## config.mk

```make
export PLATFORM = sky130hd
export DESIGN_NAME = dor_top
export DESIGN_NICKNAME = d
export VERILOG_FILES = /design/src/dor_pkg.sv /design/src/dor_alu.sv /design/src/dor_sync.sv /design/src/dor_top.sv
export SDC_FILE = /design/constraint.sdc
export NUM_CORES = 2
export LEC_CHECK = 0
export BUFFER_PORTS_ARGS = -buffer_cell sky130_fd_sc_hd__clkbuf_2
export CORE_ASPECT_RATIO = 1.5
export CORE_MARGIN = 4
export CORE_UTILIZATION = 60
export DETAILED_ROUTE_END_ITERATION = 10
export PLACE_DENSITY = 0.78
export SYNTH_ARGS = -nofsm -noshare
export SYNTH_HDL_FRONTEND = slang
export SYNTH_SLANG_ARGS = --single-unit
```

## constraint.sdc

```tcl
create_clock -name pclk -period 20.4 [get_ports pclk]
set_input_delay 4.08 -clock pclk [delete_from_list [all_inputs] [get_ports pclk]]
set_output_delay 4.08 -clock pclk [all_outputs]
set_load 0.03 [all_outputs]
```

## src/dor_pkg.sv

```systemverilog
// How it works
// RULE_01: each of the four outputs takes one function from its config field.
// RULE_02: a general-purpose output changes only by set commands, per output
// RULE_03: a fault output is active on a software, limit or stop fault.
// RULE_04: the program should raise a general output once as a drive-ok flag.
// RULE_05: a sequence-active output follows the running program sequence.
// RULE_06: a moving output is active from motion start until the motor stops.
// RULE_07: a slew output is active at target velocity until deceleration.
// RULE_08: the debounce time is 0 to 255 and is written by bus or sequencer.
// RULE_09: the feedback counter is a full signed 32-bit value, loadable.
// RULE_10: the position register can be loaded by a sequencer command.
// RULE_11: no index homing, stall detect or position hold exist in hardware.
// RULE_12: the sequencer executes one arithmetic operation per command.
// RULE_13: writes to read-only operands by a sequencer command are ignored.
// RULE_14: the acceleration operand reads back the last rate and is writable.
// RULE_15: the analog operand is read-only, 0 to 255, sampled on execution.
// RULE_16: outputs are flops recomputed every cycle from current status.
package dor_pkg;
  localparam int          NUM_OUT = 4;
  localparam int          FN_W    = 3;
  localparam logic [2:0]  FN_GP    = 3'h0;
  localparam logic [2:0]  FN_FAULT = 3'h1;
  localparam logic [2:0]  FN_SEQ   = 3'h2;
  localparam logic [2:0]  FN_MOVE  = 3'h3;
  localparam logic [2:0]  FN_SLEW  = 3'h4;
  // per-output set codes, two bits each
  localparam logic [1:0]  SET_KEEP = 2'h0;
  localparam logic [1:0]  SET_OFF  = 2'h1;
  localparam logic [1:0]  SET_ON   = 2'h2;
  // register byte offsets
  localparam logic [7:0]  A_OUT_CFG  = 8'h00;
  localparam logic [7:0]  A_OUT_SET  = 8'h04;
  localparam logic [7:0]  A_OUT_STAT = 8'h08;
  localparam logic [7:0]  A_DEBOUNCE = 8'h0C;
  localparam logic [7:0]  A_FEEDBACK = 8'h10;
  localparam logic [7:0]  A_POSITION = 8'h14;
  localparam logic [7:0]  A_ACCEL    = 8'h18;
  localparam logic [7:0]  A_ANALOG   = 8'h1C;
  localparam logic [7:0]  A_FAULT    = 8'h20;
  localparam logic [7:0]  A_STATUS   = 8'h24;
  localparam logic [7:0]  A_IRQ_STAT = 8'h28;
  localparam logic [7:0]  A_IRQ_CLR  = 8'h2C;
  localparam logic [7:0]  A_IRQ_EN   = 8'h30;
  // fault register bits
  localparam int          FLT_W    = 6;
  localparam int          FLT_SW   = 4;
  localparam int          FLT_STOP = 5;
  // status register bits
  localparam int          ST_W     = 6;
  localparam int          ST_SLEW  = 0;
  localparam int          ST_MOVE  = 1;
  localparam int          ST_DELAY = 2;
  localparam int          ST_STOP  = 3;
  localparam int          ST_DIS   = 4;
  localparam int          ST_SEQ   = 5;
  // interrupt event bits
  localparam int          IRQ_W          = 4;
  localparam int          IRQ_FAULT      = 0;
  localparam int          IRQ_SEQ_DONE   = 1;
  localparam int          IRQ_MOVE_START = 2;
  localparam int          IRQ_MOVE_DONE  = 3;
  // sequencer operands and operations
  localparam logic [3:0]  OPD_ACCEL    = 4'h0;
  localparam logic [3:0]  OPD_ANALOG   = 4'h1;
  localparam logic [3:0]  OPD_FAULT    = 4'h2;
  localparam logic [3:0]  OPD_FEEDBACK = 4'h3;
  localparam logic [3:0]  OPD_OUTSTATE = 4'h4;
  localparam logic [3:0]  OPD_POSITION = 4'h5;
  localparam logic [3:0]  OPD_STATUS   = 4'h6;
  localparam logic [3:0]  OPD_DEBOUNCE = 4'h7;
  typedef enum logic [2:0] {
    OP_MOV, OP_ADD, OP_SUB, OP_MUL, OP_AND, OP_OR, OP_OUTSET
  } dor_op_e;
  // reset values
  localparam logic [7:0]  DEB_RST   = 8'h00;
  localparam logic [7:0]  DEB_MAX   = 8'hFF;
  localparam logic [31:0] ACCEL_RST = 32'h0000_0000;
  // rate written to accel is in ministeps/s^2 at this many per revolution
  localparam int          ACCEL_MSTEP_PER_REV = 83886;
  // debounce unit is one millisecond
  localparam int          CLK_NS      = 40;
  localparam int          DEB_UNIT_NS = 1000000;
  localparam int          DEB_UNIT_CYC = DEB_UNIT_NS / CLK_NS;
endpackage

```

## src/dor_alu.sv

```systemverilog
`timescale 1ns/1ps
`default_nettype none
module dor_alu (
  input  wire logic [31:0]           a,
  input  wire logic [31:0]           b,
  input  wire dor_pkg::dor_op_e      op,
  output logic      [31:0]           y
);
  logic [63:0] prod;

  // one operation per command, longer math takes several commands
  always_comb begin
    prod = a * b;
    case (op)
      dor_pkg::OP_MOV: y = b;
      dor_pkg::OP_ADD: y = a + b;
      dor_pkg::OP_SUB: y = a - b;
      dor_pkg::OP_MUL: y = prod[31:0];
      dor_pkg::OP_AND: y = a & b;
      dor_pkg::OP_OR:  y = a | b;
      default:         y = b;
    endcase
  end
endmodule
`default_nettype wire

```

## src/dor_sync.sv

```systemverilog
`timescale 1ns/1ps
`default_nettype none
module dor_sync (
  input  wire logic pclk,
  input  wire logic presetn,
  input  wire logic d,
  output var  logic q
);
  logic s1;
  logic s2;
  logic s3;

  // q moves only once the two later stages agree
  always_ff @(posedge pclk or negedge presetn) begin
    if (!presetn) begin
      s1 <= 1'b0;
      s2 <= 1'b0;
      s3 <= 1'b0;
      q  <= 1'b0;
    end else begin
      s1 <= d;
      s2 <= s1;
      s3 <= s2;
      if (s2 == s3) begin
        q <= s3;
      end
    end
  end
endmodule
`default_nettype wire

```

## src/dor_top.sv

```systemverilog
// The APB register port and the address map were decided locally.
`timescale 1ns/1ps
`default_nettype none
module dor_top #(
  parameter int DEB_UNIT_CYC = dor_pkg::DEB_UNIT_CYC
) (
  input  wire logic        pclk,
  input  wire logic        presetn,
  input  wire logic [7:0]  paddr,
  input  wire logic        psel,
  input  wire logic        penable,
  input  wire logic        pwrite,
  input  wire logic [31:0] pwdata,
  output var  logic [31:0] prdata,
  output logic             pready,
  output logic             pslverr,
  output logic             irq,
  input  wire logic        seq_active,
  input  wire logic        motor_moving,
  input  wire logic        vel_at_target,
  input  wire logic        decelerating,
  input  wire logic        in_delay,
  input  wire logic        drv_disabled,
  input  wire logic        sw_fault,
  input  wire logic [3:0]  hw_fault,
  input  wire logic        pos_step,
  input  wire logic        pos_dir,
  input  wire logic [7:0]  analog_in,
  input  wire logic        stop_pin,
  input  wire logic        enc_step_pin,
  input  wire logic        enc_dir_pin,
  input  wire logic        seq_cmd_valid,
  input  wire logic [2:0]  seq_cmd_op,
  input  wire logic [3:0]  seq_dst,
  input  wire logic [3:0]  seq_src_a,
  input  wire logic [3:0]  seq_src_b,
  input  wire logic        seq_use_imm,
  input  wire logic [31:0] seq_imm,
  output var  logic [31:0] seq_result,
  output var  logic        seq_result_valid,
  output var  logic        stop_clean,
  output var  logic [3:0]  out_pin
);
  localparam int NO = dor_pkg::NUM_OUT;
  localparam int FW = dor_pkg::FN_W;

  logic [NO*FW-1:0]         out_cfg;
  logic [NO-1:0]            out_gp;
  logic [7:0]               deb_time;
  logic [31:0]              feedback;
  logic [31:0]              position;
  logic [31:0]              accel;
  logic [dor_pkg::FLT_W-1:0] fault_reg;
  logic [dor_pkg::ST_W-1:0] status_reg;
  logic [dor_pkg::IRQ_W-1:0] irq_stat;
  logic [dor_pkg::IRQ_W-1:0] irq_en;
  logic [dor_pkg::IRQ_W-1:0] irq_evt;
  logic [2:0]               pin_raw;
  logic [2:0]               pin_q;
  logic                     stop_sync;
  logic                     enc_step_s;
  logic                     enc_dir_s;
  logic                     enc_step_d;
  logic                     enc_edge;
  logic [31:0]              tick_cnt;
  logic                     deb_tick;
  logic [7:0]               deb_cnt;
  logic                     fault_d;
  logic                     seq_d;
  logic                     move_d;
  logic                     setup;
  logic                     wr;
  logic [31:0]              op_a;
  logic [31:0]              op_b;
  logic [31:0]              alu_y;
  dor_pkg::dor_op_e         seq_op;
  logic                     seq_wr;
  logic                     seq_set;
  logic                     apb_set;
  logic                     set_any;
  logic                     fb_wr_any;
  logic [31:0]              apb_rd;

  // set command, per output: apply two-bit codes to the gp levels
  function automatic logic [NO-1:0] apply_set(input logic [NO-1:0] cur,
                                              input logic [2*NO-1:0] code);
    logic [NO-1:0] r;
    r = cur;
    for (int i = 0; i < NO; i++) begin
      if (code[2*i +: 2] == dor_pkg::SET_ON) begin
        r[i] = 1'b1;
      end else if (code[2*i +: 2] == dor_pkg::SET_OFF) begin
        r[i] = 1'b0;
      end
    end
    return r;
  endfunction

  function automatic logic [31:0] opd_val(input logic [3:0] sel);
    case (sel)
      dor_pkg::OPD_ACCEL:    opd_val = accel;
      dor_pkg::OPD_ANALOG:   opd_val = {24'h00_0000, analog_in};
      dor_pkg::OPD_FAULT:    opd_val = {26'h000_0000, fault_reg};
      dor_pkg::OPD_FEEDBACK: opd_val = feedback;
      dor_pkg::OPD_OUTSTATE: opd_val = {28'h000_0000, out_pin};
      dor_pkg::OPD_POSITION: opd_val = position;
      dor_pkg::OPD_STATUS:   opd_val = {26'h000_0000, status_reg};
      dor_pkg::OPD_DEBOUNCE: opd_val = {24'h00_0000, deb_time};
      default:               opd_val = 32'h0000_0000;
    endcase
  endfunction

  function automatic logic is_mapped(input logic [7:0] a);
    case (a)
      dor_pkg::A_OUT_CFG, dor_pkg::A_OUT_SET, dor_pkg::A_OUT_STAT,
      dor_pkg::A_DEBOUNCE, dor_pkg::A_FEEDBACK, dor_pkg::A_POSITION,
      dor_pkg::A_ACCEL, dor_pkg::A_ANALOG, dor_pkg::A_FAULT,
      dor_pkg::A_STATUS, dor_pkg::A_IRQ_STAT, dor_pkg::A_IRQ_CLR,
      dor_pkg::A_IRQ_EN: is_mapped = 1'b1;
      default:           is_mapped = 1'b0;
    endcase
  endfunction

  // pins from outside the clock domain
  assign pin_raw = {enc_dir_pin, enc_step_pin, stop_pin};
  for (genvar g = 0; g < 3; g++) begin : g_sync
    dor_sync u_sync (
      .pclk    (pclk),
      .presetn (presetn),
      .d       (pin_raw[g]),
      .q       (pin_q[g])
    );
  end
  assign stop_sync  = pin_q[0];
  assign enc_step_s = pin_q[1];
  assign enc_dir_s  = pin_q[2];

  // apb slave, zero wait states, read data captured in the setup cycle
  assign setup   = psel & ~penable;
  assign pready  = 1'b1;
  assign wr      = psel & penable & pwrite;
  assign pslverr = psel & penable & ~is_mapped(paddr);

  always_comb begin
    case (paddr)
      dor_pkg::A_OUT_CFG:  apb_rd = {{(32-NO*FW){1'b0}}, out_cfg};
      dor_pkg::A_OUT_STAT: apb_rd = {28'h000_0000, out_pin};
      dor_pkg::A_DEBOUNCE: apb_rd = {24'h00_0000, deb_time};
      dor_pkg::A_FEEDBACK: apb_rd = feedback;
      dor_pkg::A_POSITION: apb_rd = position;
      dor_pkg::A_ACCEL:    apb_rd = accel;
      dor_pkg::A_ANALOG:   apb_rd = {24'h00_0000, analog_in}; // [RULE_15]
      dor_pkg::A_FAULT:    apb_rd = {26'h000_0000, fault_reg};
      dor_pkg::A_STATUS:   apb_rd = {26'h000_0000, status_reg};
      dor_pkg::A_IRQ_STAT: apb_rd = {28'h000_0000, irq_stat};
      dor_pkg::A_IRQ_EN:   apb_rd = {28'h000_0000, irq_en};
      default:             apb_rd = 32'h0000_0000;
    endcase
  end

  always_ff @(posedge pclk or negedge presetn) begin
    if (!presetn) begin
      prdata <= 32'h0000_0000;
    end else if (setup && !pwrite) begin
      prdata <= apb_rd;
    end
  end

  // sequencer command path
  assign seq_op  = dor_pkg::dor_op_e'(seq_cmd_op);
  // a process, not assigns: the mux must follow the registers it reads
  always_comb begin
    op_a = opd_val(seq_src_a);
    op_b = seq_use_imm ? seq_imm : opd_val(seq_src_b);
  end
  assign seq_set = seq_cmd_valid && (seq_op == dor_pkg::OP_OUTSET);
  assign seq_wr  = seq_cmd_valid && (seq_op != dor_pkg::OP_OUTSET);
  assign apb_set = wr && (paddr == dor_pkg::A_OUT_SET);
  assign set_any = seq_set | apb_set;

  dor_alu u_alu (
    .a  (op_a),
    .b  (op_b),
    .op (seq_op),
    .y  (alu_y)
  );

  always_ff @(posedge pclk or negedge presetn) begin
    if (!presetn) begin
      seq_result       <= 32'h0000_0000;
      seq_result_valid <= 1'b0;
    end else begin
      seq_result_valid <= seq_wr; // [RULE_12]
      if (seq_wr) begin
        seq_result <= alu_y;
      end
    end
  end

  // writable operands: bus write beats a sequencer write in the same cycle;
  // analog, fault, status and output state have no write path [RULE_13]
  always_ff @(posedge pclk or negedge presetn) begin
    if (!presetn) begin
      accel <= dor_pkg::ACCEL_RST;
    end else if (wr && paddr == dor_pkg::A_ACCEL) begin
      accel <= pwdata; // [RULE_14]
    end else if (seq_wr && seq_dst == dor_pkg::OPD_ACCEL) begin
      accel <= alu_y; // [RULE_14]
    end
  end

  always_ff @(posedge pclk or negedge presetn) begin
    if (!presetn) begin
      deb_time <= dor_pkg::DEB_RST;
    end else if (wr && paddr == dor_pkg::A_DEBOUNCE) begin
      deb_time <= pwdata[7:0]; // [RULE_08]
    end else if (seq_wr && seq_dst == dor_pkg::OPD_DEBOUNCE) begin
      // out-of-range results saturate rather than wrap
      deb_time <= (alu_y > {24'h00_0000, dor_pkg::DEB_MAX}) ?
                  dor_pkg::DEB_MAX : alu_y[7:0]; // [RULE_08]
    end
  end

  // encoder count only; homing and stall logic are left to the program
  assign enc_edge  = enc_step_s & ~enc_step_d;
  assign fb_wr_any = (wr && paddr == dor_pkg::A_FEEDBACK) ||
                     (seq_wr && seq_dst == dor_pkg::OPD_FEEDBACK);
  always_ff @(posedge pclk or negedge presetn) begin
    if (!presetn) begin
      enc_step_d <= 1'b0;
      feedback   <= 32'h0000_0000;
    end else begin
      enc_step_d <= enc_step_s;
      if (wr && paddr == dor_pkg::A_FEEDBACK) begin
        feedback <= pwdata; // [RULE_09]
      end else if (seq_wr && seq_dst == dor_pkg::OPD_FEEDBACK) begin
        feedback <= alu_y; // [RULE_09]
      end else if (enc_edge) begin
        // wraps across the signed range [RULE_11]
        feedback <= enc_dir_s ? feedback + 32'h0000_0001 :
                                feedback - 32'h0000_0001;
      end
    end
  end

  always_ff @(posedge pclk or negedge presetn) begin
    if (!presetn) begin
      position <= 32'h0000_0000;
    end else if (wr && paddr == dor_pkg::A_POSITION) begin
      position <= pwdata; // [RULE_10]
    end else if (seq_wr && seq_dst == dor_pkg::OPD_POSITION) begin
      position <= alu_y; // [RULE_10]
    end else if (pos_step) begin
      position <= pos_dir ? position + 32'h0000_0001 :
                            position - 32'h0000_0001;
    end
  end

  // stop input debounce in millisecond ticks
  always_ff @(posedge pclk or negedge presetn) begin
    if (!presetn) begin
      tick_cnt <= 32'h0000_0000;
      deb_tick <= 1'b0;
    end else begin
      deb_tick <= (tick_cnt == 32'(DEB_UNIT_CYC - 1));
      if (tick_cnt == 32'(DEB_UNIT_CYC - 1)) begin
        tick_cnt <= 32'h0000_0000;
      end else begin
        tick_cnt <= tick_cnt + 32'h0000_0001;
      end
    end
  end

  always_ff @(posedge pclk or negedge presetn) begin
    if (!presetn) begin
      deb_cnt    <= 8'h00;
      stop_clean <= 1'b0;
    end else if (stop_sync == stop_clean) begin
      deb_cnt <= 8'h00;
    end else if (deb_cnt >= deb_time) begin
      stop_clean <= stop_sync; // [RULE_08]
      deb_cnt    <= 8'h00;
    end else if (deb_tick) begin
      deb_cnt <= deb_cnt + 8'h01;
    end
  end

  // status and fault snapshots, refreshed every cycle
  always_ff @(posedge pclk or negedge presetn) begin
    if (!presetn) begin
      fault_reg  <= '0;
      status_reg <= '0;
    end else begin
      fault_reg <= {stop_clean, sw_fault, hw_fault}; // [RULE_03]
      status_reg[dor_pkg::ST_SLEW]  <= vel_at_target & ~decelerating;
      status_reg[dor_pkg::ST_MOVE]  <= motor_moving;
      status_reg[dor_pkg::ST_DELAY] <= in_delay;
      status_reg[dor_pkg::ST_STOP]  <= stop_clean;
      status_reg[dor_pkg::ST_DIS]   <= drv_disabled;
      status_reg[dor_pkg::ST_SEQ]   <= seq_active;
    end
  end

  // general-purpose levels change only on set commands
  always_ff @(posedge pclk or negedge presetn) begin
    if (!presetn) begin
      out_gp <= '0;
    end else if (apb_set) begin
      out_gp <= apply_set(out_gp, pwdata[2*NO-1:0]); // [RULE_02]
    end else if (seq_set) begin
      out_gp <= apply_set(out_gp, seq_imm[2*NO-1:0]); // [RULE_02]
    end
  end

  always_ff @(posedge pclk or negedge presetn) begin
    if (!presetn) begin
      out_cfg <= '0;
    end else if (wr && paddr == dor_pkg::A_OUT_CFG) begin
      out_cfg <= pwdata[NO*FW-1:0]; // [RULE_01]
    end
  end

  for (genvar i = 0; i < NO; i++) begin : g_out
    logic [FW-1:0] fn;
    assign fn = out_cfg[i*FW +: FW];
    always_ff @(posedge pclk or negedge presetn) begin
      if (!presetn) begin
        out_pin[i] <= 1'b0;
      end else begin
        case (fn) // [RULE_01] [RULE_16]
          dor_pkg::FN_GP:    out_pin[i] <= out_gp[i]; // [RULE_02]
          dor_pkg::FN_FAULT: out_pin[i] <= |fault_reg; // [RULE_03]
          dor_pkg::FN_SEQ:
            out_pin[i] <= status_reg[dor_pkg::ST_SEQ]; // [RULE_05]
          dor_pkg::FN_MOVE:
            out_pin[i] <= status_reg[dor_pkg::ST_MOVE]; // [RULE_06]
          dor_pkg::FN_SLEW:
            out_pin[i] <= status_reg[dor_pkg::ST_SLEW]; // [RULE_07]
          default:           out_pin[i] <= 1'b0;
        endcase
      end
    end

  end

  // interrupts: sticky status, set wins over a clear in the same cycle
  assign irq_evt[dor_pkg::IRQ_FAULT]      = (|fault_reg) & ~fault_d;
  assign irq_evt[dor_pkg::IRQ_SEQ_DONE]   = seq_d & ~status_reg[dor_pkg::ST_SEQ];
  assign irq_evt[dor_pkg::IRQ_MOVE_START] = status_reg[dor_pkg::ST_MOVE] & ~move_d;
  assign irq_evt[dor_pkg::IRQ_MOVE_DONE]  = move_d & ~status_reg[dor_pkg::ST_MOVE];

  always_ff @(posedge pclk or negedge presetn) begin
    if (!presetn) begin
      fault_d  <= 1'b0;
      seq_d    <= 1'b0;
      move_d   <= 1'b0;
      irq_stat <= '0;
      irq_en   <= '0;
    end else begin
      fault_d <= |fault_reg;
      seq_d   <= status_reg[dor_pkg::ST_SEQ];
      move_d  <= status_reg[dor_pkg::ST_MOVE];
      if (wr && paddr == dor_pkg::A_IRQ_CLR) begin
        irq_stat <= (irq_stat & ~pwdata[dor_pkg::IRQ_W-1:0]) | irq_evt;
      end else begin
        irq_stat <= irq_stat | irq_evt;
      end
      if (wr && paddr == dor_pkg::A_IRQ_EN) begin
        irq_en <= pwdata[dor_pkg::IRQ_W-1:0];
      end
    end
  end
  assign irq = |(irq_stat & irq_en);
endmodule
`default_nettype wire

```

==> run_results.csv <==
group,metric,value,unit
final_layout,area_delta_synth_final,7.388,%
setup_path,end_kind,"flop",
synth,synth.most_common_cell,"nor2_1",
pwr,pwr-share-comb,64.5,%
floorplanning,die_w,212.2,um
synth,synth-main-ff-cell,"dfrtp_1",
global_routing,grt_pass1_vias,38280,
min_path,min_path_cells,0,
sta,layout_min_cycle_time,14.34,ns
global_routing,grt_overflow,0,
synth,ys_seq_area_share,17.73,%
pwr,switching_share,52.50,%
status,outcome,"completed",
min_path,hold_path_end,"g_sync[0].u_sync.s2$_DFF_PN0_",
sta,hold_viol_final,0,
setup_path,cp_data_required_time,20.82,ns
setup_path,cp_top_family,"adder cells",
placement,postPlaceCellArea,39440,um2
floorplanning,core,62080,um2
setup_path,rr_startpoint,"status_reg[3]$_DFF_PN0_",
detailed_routing,detail_route.vias_per_cell,6.801,
global_routing,grt_max_degree,77,
flow_run,maxCapViolCount,0,
sta,fmax,69.73,MHz
min_path,hold_class,"flop to flop",
detailed_routing,firstDrtPassIters,11,
pwr,ir_drop,0.1031,mV
clock_network,clock_latency,0.60,ns
synth,syn_inst,4512,
final_layout,finalNonFillerCells,5415,
setup_path,r2r_cells,33,
synth,synth_area_per_cell,8.321,um2
setup_path,r2r_slack,9.71,ns
placement,dpl.hpwl,126.5,mm
min_path,hp-start,"g_sync[0].u_sync.s1$_DFF_PN0_",
global_routing,grt_usage,49.54,%
final_layout,final_nets,5344,
pwr,p_leak,18.47,nW
synth,syn-num-nets,5268,
detailed_routing,post-route-drc-count,0,
synth,yosys.area.top_type,"fa_1",
sta,maxSlewViolCount,0,
placement,io_buffers,189,
setup_path,crit_type,"input pin to flop",
setup_path,crit_slowest_cell,"a221o_1",
setup_path,worstPathMaxFanout,41,
floorplanning,initial_utilization,60.48,%
pwr,internal_power,1.876,mW
clock_network,postCtsSetupBuffers,0,
sta,setup_viol_count_final,0,
clock_network,clk_pin_slew,0.07,ns
sta,finClkSkew,0.03024,ns
pwr,total_power,3.951,mW
synth,synth_area_leaders,"fa_1 (22%), dfrtp_1 (18%), ha_1 (7.6%)",
synth,synth_top_area_share,21.92,%
clock_network,cts_tree,"yes",
setup_path,arrival,14.76,ns
detailed_routing,routedWlPerCell,30.61,um
pwr,pwr-share-seq,22.7,%
clock_network,cts_max_path_buffers,3,
setup_path,crit_top_cell,"fa_1",
sta,setup-tns-final,0,ns
pwr,power_density,97.99,nW/um2
clock_network,cts-root-buf,"clkbuf_16",
synth,synthTopCellsByCount,"nor2_1 (572), inv_1 (535), nand2_1 (431)",
sta,grt_setup_unrepaired,"false",
placement,gp_congestion,1.075,
clock_network,cts-buffers-inserted,26,
floorplanning,rows,112,
setup_path,worstReg2RegEnd,"deb_time[0]$_DFFE_PN0P_",
final_layout,fillers,5312,
detailed_routing,vias,36830,
setup_path,slowest_delay,0.84,ns
sta,period_share,70.30,%
detailed_routing,wl,165.8,mm
pwr,pwr-share-clk,12.9,%
clock_network,cts-htree-levels,1,
pwr,switchingPower,2.074,mW
synth,synth_enable_flop_cells,0,
placement,placed_cells,5357,
clock_network,post_cts_resized,0,
global_routing,grt_pass1_wl,243.2,mm
synth,ys_seq_elements,266,
clock_network,cts_sinks,266,
floorplanning,design.die.area,66720,um2
sta,worst_slew_pin_slew,1.343,ns
sta,slew-limit-headroom,10.47,%
synth,yosysWarnings,0,
detailed_routing,ant_nets,0,
final_layout,design_area,40320,um2
synth,async_reset_ff_share,100.0,%
synth,synth_area,37540,um2
setup_path,critPathBufInv,7,
clock_network,postCtsHoldBufs,0,
setup_path,setup.worst_path.start_class,"input pin",
synth,ys_types,112,
floorplanning,ios,191,
final_layout,drive_above_1_share,11.28,%
final_layout,fin_util,64.94,%
global_routing,antenna_found_initial,11,
floorplanning,fp.dieH,314.4,um
detailed_routing,first_iter_violations,4333,
power groups by stage:
stage	Clock (mW)	Combinational, mW	Sequential, mW
after floorplan	0	1.66	0.821
after global placement	0	2.43	0.886
after detailed placement	0	2.45	0.886
after CTS	0.511	2.48	0.875
after global routing	0.531	2.74	0.892
final	0.508	2.55	0.896
worst max-delay path by stage:
stage,startpoint,to,slack [ns],cells past startpoint
after global routing,seq_src_b[0],deb_time[1]$_DFFE_PN0P_,5.84,32
final,seq_src_b[0],deb_time[0]$_DFFE_PN0P_,6.06,32
after global placement,seq_src_b[0],deb_time[2]$_DFFE_PN0P_,5.85,32
after CTS,seq_src_b[0],deb_time[1]$_DFFE_PN0P_,6.34,32
after detailed placement,seq_src_b[0],deb_time[0]$_DFFE_PN0P_,5.72,32
after floorplan,seq_src_b[2],deb_time[2]$_DFFE_PN0P_,7.38,34
layer usage:
| layer | vias up | global-route usage (%) | share of wire (%) |
|---|---|---|---|
| met1 | 17670 | 50.81 | 30 |
| li1 | 15380 | - | - |
| met5 | - | 0 | 0.0078 |
| met3 | 1143 | 13.90 | 11 |
| met2 | 2631 | 78.19 | 45 |
| met4 | 2 | 51.00 | 14 |
per-stage QoR:
stage / hold slack (ns) / setup WS [ns]
3_5_place_dp: 0.3364 / 5.715
3_3_place_gp: 0.3430 / 5.848
4_1_cts: 0.3612 / 6.335
2_1_floorplan: 0.3312 / 7.382
5_1_grt: 0.3736 / 5.843
6_report: 0.3552 / 6.060
logic make-up (layout without fill, tap and decap cells):
kind of cell	after synthesis	in the layout	synth area share, %
xor+xnor	215	215	5.309
buf+inv	798	894	8.412
flops	266	266	17.73
compound gates	1019	1019	17.95
other cells	1	10	0.009988
fa+ha+maj	648	648	29.75
mux	87	87	2.686
simple gates	1478	1478	18.15
cell type report:
| cell class | count | area, um2 | share of cell area (%) |
|---|---|---|---|
| multi-input cells | 3448 | 27940 | 69.30 |
| flip-flops and latches | 266 | 6656 | 16.51 |
| inverters | 543 | 2038 | 5.055 |
| repair buffers | 303 | 1812 | 4.494 |
| well taps | 798 | 998.5 | 2.476 |
| clock buffers | 33 | 696.9 | 1.729 |
| clock inverters | 15 | 155.1 | 0.3848 |
| diodes | 9 | 22.52 | 0.05586 |
placed cells by master (no fill, tap or decap), types with 69 or more instances in the layout:
master / count
nor2_1: 568
inv_1: 535
nand2_1: 430
fa_1: 411
o21ai_0: 270
dfrtp_1: 266
a21oi_1: 247
ha_1: 227
clkbuf_2: 188
xnor2_1: 138
buf_4: 114
nand3_1: 74
xor2_1: 69
Note: power is estimated with default switching activity, not from simulation.
